## src/core/sram_host_pkg.sv

```systemverilog
// constants, timing counts and state encoding for the async static memory host controller
package sram_host_pkg;

    localparam int ADDR_W = 17;
    localparam int DATA_W = 16;
    localparam int TMR_W  = 4;

    // clock period in picoseconds (10 MHz)
    localparam int CLK_PERIOD_PS = 100000;

    // pin timing figures in ns
    localparam int ADDR_ACCESS_TIME_NS          = 30;
    localparam int OE_ACCESS_TIME_NS            = 15;
    localparam int DESELECT_TO_FLOAT_NS         = 15;
    localparam int READ_CYCLE_TIME_NS           = 30;
    localparam int WRITE_CYCLE_TIME_NS          = 40;
    localparam int WRITE_PULSE_WIDTH_NS         = 25;
    localparam int WRITE_RECOVERY_WIDTH_NS      = 15;
    localparam int DATA_SETUP_TO_END_NS         = 35;
    localparam int DATA_HOLD_AFTER_END_NS       = 5;
    localparam int ADDR_SETUP_TO_START_NS       = 0;
    localparam int STROBE_TO_FLOAT_NS           = 18;
    localparam int OUTPUT_ACTIVE_AFTER_WRITE_NS = 1;

    // least time in whole cycles, never below one
    function automatic int min_cycles(input int t_ns);
        int c;
        c = (t_ns * 1000 + CLK_PERIOD_PS - 1) / CLK_PERIOD_PS;
        return (c < 1) ? 1 : c;
    endfunction : min_cycles

    function automatic int max2(input int a, input int b);
        return (a > b) ? a : b;
    endfunction : max2

    // data must float before anything else drives the bus, so waits are least times
    localparam int ACCESS_CYC = max2(max2(min_cycles(ADDR_ACCESS_TIME_NS),
                                          min_cycles(OE_ACCESS_TIME_NS)),
                                     min_cycles(READ_CYCLE_TIME_NS));
    localparam int FLOAT_CYC  = min_cycles(DESELECT_TO_FLOAT_NS);
    localparam int SETUP_CYC  = max2(min_cycles(ADDR_SETUP_TO_START_NS),
                                     min_cycles(STROBE_TO_FLOAT_NS));
    localparam int PULSE_CYC  = max2(min_cycles(WRITE_PULSE_WIDTH_NS),
                                     min_cycles(DATA_SETUP_TO_END_NS));
    localparam int HOLD_CYC   = max2(max2(min_cycles(DATA_HOLD_AFTER_END_NS),
                                          min_cycles(WRITE_RECOVERY_WIDTH_NS)),
                                     min_cycles(OUTPUT_ACTIVE_AFTER_WRITE_NS));
    localparam int WCYC_CYC   = min_cycles(WRITE_CYCLE_TIME_NS);

    localparam logic [TMR_W-1:0] ACCESS_LOAD = TMR_W'(ACCESS_CYC - 1);
    localparam logic [TMR_W-1:0] FLOAT_LOAD  = TMR_W'(FLOAT_CYC - 1);
    localparam logic [TMR_W-1:0] SETUP_LOAD  = TMR_W'(SETUP_CYC - 1);
    localparam logic [TMR_W-1:0] PULSE_LOAD  = TMR_W'(PULSE_CYC - 1);
    // stretch recovery if the three phases fall short of the write cycle time
    localparam logic [TMR_W-1:0] HOLD_LOAD   =
        TMR_W'(max2(HOLD_CYC, WCYC_CYC - SETUP_CYC - PULSE_CYC) - 1);

    // gray codes along idle -> setup -> pulse -> hold and idle -> access -> float
    typedef enum logic [2:0] {
        ST_IDLE      = 3'b000,
        ST_WR_SETUP  = 3'b001,
        ST_WR_PULSE  = 3'b011,
        ST_WR_HOLD   = 3'b010,
        ST_RD_ACCESS = 3'b100,
        ST_RD_FLOAT  = 3'b101
    } host_state_t;

endpackage : sram_host_pkg

```

## src/core/sram_phase_timer.sv

```systemverilog
// down counter that times each phase of a memory cycle
`timescale 1ns/1ps
`default_nettype none
module sram_phase_timer
    import sram_host_pkg::*;
#(
    parameter int W = TMR_W
)
(
    input  wire logic         clk,
    input  wire logic         rst_n,
    input  wire logic         load,
    input  wire logic [W-1:0] load_value,
    output logic              done
);

    logic [W-1:0] count_reg;
    logic [W-1:0] count_next;

    always_comb
    begin
        if (load)
            count_next = load_value;
        else if (count_reg != '0)
            count_next = count_reg - W'(1);
        else
            count_next = count_reg;
    end

    always_ff @(posedge clk or negedge rst_n)
    begin
        if (!rst_n)
            count_reg <= '0;
        else
            count_reg <= count_next;
    end

    assign done = (count_reg == '0);

endmodule : sram_phase_timer
`default_nettype wire

```

## src/core/sram_read_capture.sv

```systemverilog
// holds the word sampled from the data pins and flags it for one cycle
`timescale 1ns/1ps
`default_nettype none
module sram_read_capture
    import sram_host_pkg::*;
(
    input  wire logic              clk,
    input  wire logic              rst_n,
    input  wire logic              capture,
    input  wire logic [DATA_W-1:0] dq_in,
    output logic                   rsp_valid,
    output logic [DATA_W-1:0]      rsp_rdata
);

    logic              valid_reg;
    logic              valid_next;
    logic [DATA_W-1:0] data_reg;
    logic [DATA_W-1:0] data_next;

    always_comb
    begin
        valid_next = capture;
        data_next  = capture ? dq_in : data_reg;
    end

    always_ff @(posedge clk or negedge rst_n)
    begin
        if (!rst_n)
        begin
            valid_reg <= 1'b0;
            data_reg  <= 16'h0000;
        end
        else
        begin
            valid_reg <= valid_next;
            data_reg  <= data_next;
        end
    end

    assign rsp_valid = valid_reg;
    assign rsp_rdata = data_reg;

endmodule : sram_read_capture
`default_nettype wire

```

## src/core/sram_host_ctrl.sv

```systemverilog
// host controller driving a 128k x 16 asynchronous static memory through its pins
`timescale 1ns/1ps
`default_nettype none
//////////////////////////////////////////////////////////////////////////////
module sram_host_ctrl
    import sram_host_pkg::*;
(
    input  wire logic              clk,
    input  wire logic              rst_n,
    // user request side
    input  wire logic              req_valid,
    output logic                   req_ready,
    input  wire logic              req_write,
    input  wire logic [ADDR_W-1:0] req_addr,
    input  wire logic [DATA_W-1:0] req_wdata,
    output logic                   rsp_valid,
    output logic [DATA_W-1:0]      rsp_rdata,
    output logic                   busy,
    // memory pins
    output logic [ADDR_W-1:0]      mem_addr,
    output logic                   chip_select_n,
    output logic                   write_n,
    output logic                   output_enable_n,
    input  wire logic [DATA_W-1:0] dq_in,
    output logic [DATA_W-1:0]      dq_out,
    output logic                   dq_oe
);

    //////////////////////////////////////////////////////////////////////////
    // state and pin registers

    host_state_t       state_reg;
    host_state_t       state_next;
    logic [ADDR_W-1:0] addr_reg;
    logic [ADDR_W-1:0] addr_next;
    logic              cs_n_reg;
    logic              cs_n_next;
    logic              we_n_reg;
    logic              we_n_next;
    logic              oe_n_reg;
    logic              oe_n_next;
    logic [DATA_W-1:0] dout_reg;
    logic [DATA_W-1:0] dout_next;
    logic              doe_reg;
    logic              doe_next;

    logic              tmr_load;
    logic [TMR_W-1:0]  tmr_value;
    logic              tmr_done;
    logic              capture;
    logic              accept;

    // the same take decode feeds both register groups
    function automatic logic read_take(input logic take, input logic wr);
        return take && !wr;
    endfunction : read_take

    function automatic logic write_take(input logic take, input logic wr);
        return take && wr;
    endfunction : write_take

    //////////////////////////////////////////////////////////////////////////
    // phase timer and read data register

    sram_phase_timer #(
        .W          (TMR_W)
    ) u_timer (
        .clk        (clk),
        .rst_n      (rst_n),
        .load       (tmr_load),
        .load_value (tmr_value),
        .done       (tmr_done)
    );

    sram_read_capture u_capture (
        .clk        (clk),
        .rst_n      (rst_n),
        .capture    (capture),
        .dq_in      (dq_in),
        .rsp_valid  (rsp_valid),
        .rsp_rdata  (rsp_rdata)
    );

    //////////////////////////////////////////////////////////////////////////
    // request acceptance

    // a follow-on read is taken at the end of the current access so select stays low
    always_comb
    begin
        case (state_reg)
            ST_IDLE:      req_ready = 1'b1;
            ST_RD_ACCESS: req_ready = tmr_done && !req_write;
            default:      req_ready = 1'b0;
        endcase
    end

    assign accept = req_valid && req_ready;
    assign busy   = (state_reg != ST_IDLE);

    //////////////////////////////////////////////////////////////////////////
    // next state and next pin levels

    always_comb
    begin
        state_next = state_reg;
        cs_n_next  = cs_n_reg;
        we_n_next  = we_n_reg;
        oe_n_next  = oe_n_reg;
        tmr_load   = 1'b0;
        tmr_value  = '0;
        capture    = 1'b0;
        case (state_reg)
            ST_IDLE:
            begin
                if (write_take(accept, req_write))
                begin
                    // address, select and data go out together, strobe still high
                    cs_n_next  = 1'b0;
                    we_n_next  = 1'b1;
                    oe_n_next  = 1'b1;
                    tmr_load   = 1'b1;
                    tmr_value  = SETUP_LOAD;
                    state_next = ST_WR_SETUP;
                end
                else if (read_take(accept, req_write))
                begin
                    // select falls with the address, never after it
                    cs_n_next  = 1'b0;
                    we_n_next  = 1'b1;
                    oe_n_next  = 1'b0;
                    tmr_load   = 1'b1;
                    tmr_value  = ACCESS_LOAD;
                    state_next = ST_RD_ACCESS;
                end
            end
            ST_WR_SETUP:
            begin
                if (tmr_done)
                begin
                    // strobe falls last, opening the write window
                    we_n_next  = 1'b0;
                    tmr_load   = 1'b1;
                    tmr_value  = PULSE_LOAD;
                    state_next = ST_WR_PULSE;
                end
            end
            ST_WR_PULSE:
            begin
                if (tmr_done)
                begin
                    // strobe rises first and ends the write; data and address stay
                    we_n_next  = 1'b1;
                    tmr_load   = 1'b1;
                    tmr_value  = HOLD_LOAD;
                    state_next = ST_WR_HOLD;
                end
            end
            ST_WR_HOLD:
            begin
                if (tmr_done)
                begin
                    // data released only after the hold, and select rises too
                    cs_n_next  = 1'b1;
                    state_next = ST_IDLE;
                end
            end
            ST_RD_ACCESS:
            begin
                if (tmr_done)
                begin
                    capture = 1'b1;
                    if (accept)
                    begin
                        // new address with select held low restarts the access
                        tmr_load   = 1'b1;
                        tmr_value  = ACCESS_LOAD;
                    end
                    else
                    begin
                        cs_n_next  = 1'b1;
                        oe_n_next  = 1'b1;
                        tmr_load   = 1'b1;
                        tmr_value  = FLOAT_LOAD;
                        state_next = ST_RD_FLOAT;
                    end
                end
            end
            ST_RD_FLOAT:
            begin
                // bus turnaround: nothing is driven until the memory has floated
                if (tmr_done)
                    state_next = ST_IDLE;
            end
            default:
            begin
                state_next = ST_IDLE;
                cs_n_next  = 1'b1;
                we_n_next  = 1'b1;
                oe_n_next  = 1'b1;
            end
        endcase
    end

    //////////////////////////////////////////////////////////////////////////
    // registers

    always_ff @(posedge clk or negedge rst_n)
    begin
        if (!rst_n)
        begin
            state_reg <= ST_IDLE;
            cs_n_reg  <= 1'b1;
            we_n_reg  <= 1'b1;
            oe_n_reg  <= 1'b1;
        end
        else
        begin
            state_reg <= state_next;
            cs_n_reg  <= cs_n_next;
            we_n_reg  <= we_n_next;
            oe_n_reg  <= oe_n_next;
        end
    end

    //////////////////////////////////////////////////////////////////////////
    // address and write data group

    // address and data move only at phase ends, never inside a write window
    always_comb
    begin
        addr_next = addr_reg;
        dout_next = dout_reg;
        doe_next  = doe_reg;
        case (state_reg)
            ST_IDLE:
            begin
                if (write_take(accept, req_write))
                begin
                    addr_next = req_addr;
                    dout_next = req_wdata;
                    doe_next  = 1'b1;
                end
                else if (read_take(accept, req_write))
                begin
                    addr_next = req_addr;
                    doe_next  = 1'b0;
                end
            end
            ST_WR_SETUP, ST_WR_PULSE, ST_RD_FLOAT:
            begin
                doe_next = doe_reg;
            end
            ST_WR_HOLD:
            begin
                if (tmr_done)
                    doe_next = 1'b0;
            end
            ST_RD_ACCESS:
            begin
                if (tmr_done && read_take(accept, req_write))
                    addr_next = req_addr;
            end
            default:
            begin
                doe_next = 1'b0;
            end
        endcase
    end

    always_ff @(posedge clk or negedge rst_n)
    begin
        if (!rst_n)
        begin
            addr_reg <= 17'h0_0000;
            dout_reg <= 16'h0000;
            doe_reg  <= 1'b0;
        end
        else
        begin
            addr_reg <= addr_next;
            dout_reg <= dout_next;
            doe_reg  <= doe_next;
        end
    end

    // all pins come straight from flip-flops so no glitch reaches the strobes
    assign mem_addr        = addr_reg;
    assign chip_select_n   = cs_n_reg;
    assign write_n         = we_n_reg;
    assign output_enable_n = oe_n_reg;
    assign dq_out          = dout_reg;
    assign dq_oe           = doe_reg;

endmodule : sram_host_ctrl
`default_nettype wire

```

## config.mk

```make
export PLATFORM = sky130hd
export DESIGN_NAME = sram_host_ctrl
export DESIGN_NICKNAME = d
export VERILOG_FILES = /design/src/core/sram_host_pkg.sv /design/src/core/sram_phase_timer.sv /design/src/core/sram_read_capture.sv /design/src/core/sram_host_ctrl.sv
export SDC_FILE = /design/constraint.sdc
export NUM_CORES = 1
export LEC_CHECK = 0
export BUFFER_PORTS_ARGS = -buffer_cell sky130_fd_sc_hd__buf_2
export CAP_MARGIN = 0
export CORE_MARGIN = 3
export CORE_UTILIZATION = 45
export DETAILED_ROUTE_END_ITERATION = 8
export GPL_ROUTABILITY_DRIVEN = 0
export GPL_TIMING_DRIVEN = 0
export HOLD_SLACK_MARGIN = 0.1
export PLACE_DENSITY = 0.84
export SLEW_MARGIN = 10
export SYNTH_ARGS = -nofsm -noshare
export SYNTH_HDL_FRONTEND = slang
export SYNTH_HIERARCHICAL = 1
export SYNTH_SLANG_ARGS = --single-unit
```

## constraint.sdc

```tcl
create_clock -name clk -period 2.9 [get_ports clk]
set_clock_uncertainty 0.15 [all_clocks]
set_input_delay 0.145 -clock clk [delete_from_list [all_inputs] [get_ports clk]]
set_output_delay 0.145 -clock clk [all_outputs]
set_load 0.01 [all_outputs]
```

==> impl_metrics.ini <==
[yosys]
ys_warn_count = 6
synth_common_cells = 58 x dfrtp_1, 30 x mux2_2, 20 x mux2_4
ys_types = 37
async_flop_share_pct = 100
synth_top_family_by_area = multiplexers
syn_area_per_cell_um2 = 14.8
synth_area_um2 = 2680
synth_top_cells_by_area = dfrtp_1 54%, mux2_2 13%, mux2_4 11%, dfstp_2 2.9%, buf_12 1.5%
synth_fa_ha_area_share_pct = 0.467
synth_most_common_cell = dfrtp_1
synth_seq_cells = 61
synthFlopType = dfrtp_1
ys_seq_area_share_pct = 57.1
yosys.area.top_type = dfrtp_1
synth_mux_area_share_pct = 24.5
syn_inst = 181
synth-simple-area-share_pct = 8.35
synth_edf_count = 0
synth-compound-area-share_pct = 5.79
yosysTopAreaCellShare_pct = 54.1
synth-xor-area-share_pct = 0.327

[cells_and_area]
area_growth_pct = 50.9
fin_area_um2 = 4050
stdcell_count = 432
fillers = 374
diodes = 0
largest_reg_flops = 17
final_layout_size_suffix_gt1_share_pct = 51.9
nets = 409

[grt]
grt_pass1_vias = 2275
overflow = 0
grtUsageTotal_pct = 21.0
antenna_found_initial = 0
grt_max_degree = 62
grt_pass1_wl_um = 11500

[setup_path]
path_max_fanout = 11
critPathKind = flip-flop to flip-flop
endpoint_kind = flip-flop
worstSetupStartpointType = flip-flop
cp_data_arrival_time_ps = 2590
worst_ep_required_time_ps = 2970

[sta]
hold_ws_ps = 303
max_freq_ghz = 0.398
drv_slew = 0
slew_headroom_pct = 50.3
max_slew.worst_pin.slew_ps = 745
rsz0062_at_grt = no
fin_ws_ps = 385
hold_viol = 0
tns_ps = 0
post-route-min-period_ps = 2510
finalSetupViolCount = 0
period_share_pct = 86.7

[detailed_routing]
drc = 0
wl_um = 6760
ant_nets = 0
via_count = 2105
drtPass1Iterations = 4
drtIter0Drc = 77
drt-vias-per-instance = 4.87
routedWlPerCell_um = 15.6

[die]
die_h_um = 83.2
die_area_um2 = 6920
rows = 27
start_util_pct = 47.5
ios = 109
core_area_um2 = 5640
fp.dieW_um = 83.2

[cts]
cts_root_buf = clkbuf_8
post-cts-setup-buffers = 0
clockBufferDepth = 2
cts_sinks = 61
cts_tree = done
cts_resized = 0
worst_setup_hold_path_clk_slew_ps = 70
hold_buffers = 52
htreeDepth = 3
cts_made_buffers = 9
clkLatencyLatePin_ps = 340

[place]
hpwl_um = 4090
placed_area_um2 = 3330
port_buffers = 108
pre_cts_slack_ps = 382
dp.cells = 364

[power_and_ir_drop]
power.density_nw_per_um2 = 872
ir_drop_uv = 466
leakagePower_nw = 1.96

[job]
cap_violations = 0

[min_path]
hold_path_class = input pin to async pin

[status]
outcome = complete, no violations
[cell usage in the layout, fill, tap and decap left out, types with 2 or more instances in the layout]
cell,count
inv_1,2
mux2i_1,2
clkbuf_8,10
a21oi_1,5
nand2b_1,6
buf_6,2
dlygate4sd3_1,52
clkinv_2,2
nor2_1,3
mux2_4,20
clkinvlp_4,3
nand2_1,4
a211oi_1,5
nor2b_1,3
mux2_2,30
nor3b_1,2
nor3_1,4
buf_12,2
o21ai_0,6
buf_2,107
dfrtp_1,58
dfstp_2,3
conb_1,4
clkbuf_1,5
[routing by layer]
layer  GRT usage [%]  share of wire (%)  vias to the layer above
li1                -                  -                     1002
met1            23.8                 39                     1006
met2            37.1                 53                       82
met3            5.26                5.7                       15
met4            9.06                2.2                        0
met5               0                  0                        -
[cells by family (layout without fill, tap and decap cells)]
group,count (synthesis),count (layout)
AOI/OAI and AO/OA,23,23
xor gates and xnor gates,1,1
adders and majority gates,1,1
buffers and inverters,11,187
DFF,61,61
muxes,52,52
other,1,4
and+or+nand+nor,31,31
[worst max-delay path, cell delays in order, from the launching register on]
cell and delay [ps]:
dfrtp_1 390, inv_1 90, ha_1 230, nor3b_4 480, nand2b_1 200, a21boi_4 360, buf_12 200, mux2_4 310
[power by group]
group / switching, mW / leakage, nW / internal (mW)
Combinational: 0.616 / 1.11 / 0.737
Clock: 0.336 / 0.0943 / 0.416
Sequential: 0.211 / 0.756 / 1.21
[area by class of cell]
class | instances | area [um2] | area share (%)
flip-flops and latches | 61 | 1530 | 37.8
plain buffers | 9 | 81.3 | 2.01
multi-input cells | 112 | 1070 | 26.5
clock buffers | 10 | 138 | 3.40
inverters | 2 | 7.51 | 0.186
clock inverters | 6 | 62.6 | 1.55
repair buffers | 160 | 1060 | 26.3
well taps | 72 | 90.1 | 2.23
[worst paths after layout]
kind	startpoint	end	slack, ps	cells past startpoint
setup / recovery	u_timer/count_reg[0]$_DFFE_PN0P_	mem_addr[3]$_DFFE_PN0P_	390	7
hold / removal	rst_n	u_capture/rsp_rdata[9]$_DFFE_PN0P_	300	2
setup reg to reg	u_timer/count_reg[0]$_DFFE_PN0P_	mem_addr[3]$_DFFE_PN0P_	390	7
hold reg to reg	chip_select_n$_DFFE_PN1P_	chip_select_n$_DFFE_PN1P_	350	2
max in group asynchronous	rst_n	u_timer/count_reg[0]$_DFFE_PN0P_	1810	2
min in group clk	chip_select_n$_DFFE_PN1P_	chip_select_n$_DFFE_PN1P_	350	2
[through the flow]
step                total power, mW  util (%)
floorplan                      2.22         -
detailed placement             2.73      58.9
CTS                            3.55      71.7
finish                         3.53      71.7
global placement               2.66      58.9
global route                   3.76      71.7
Note: power is estimated with default switching activity, not from simulation.
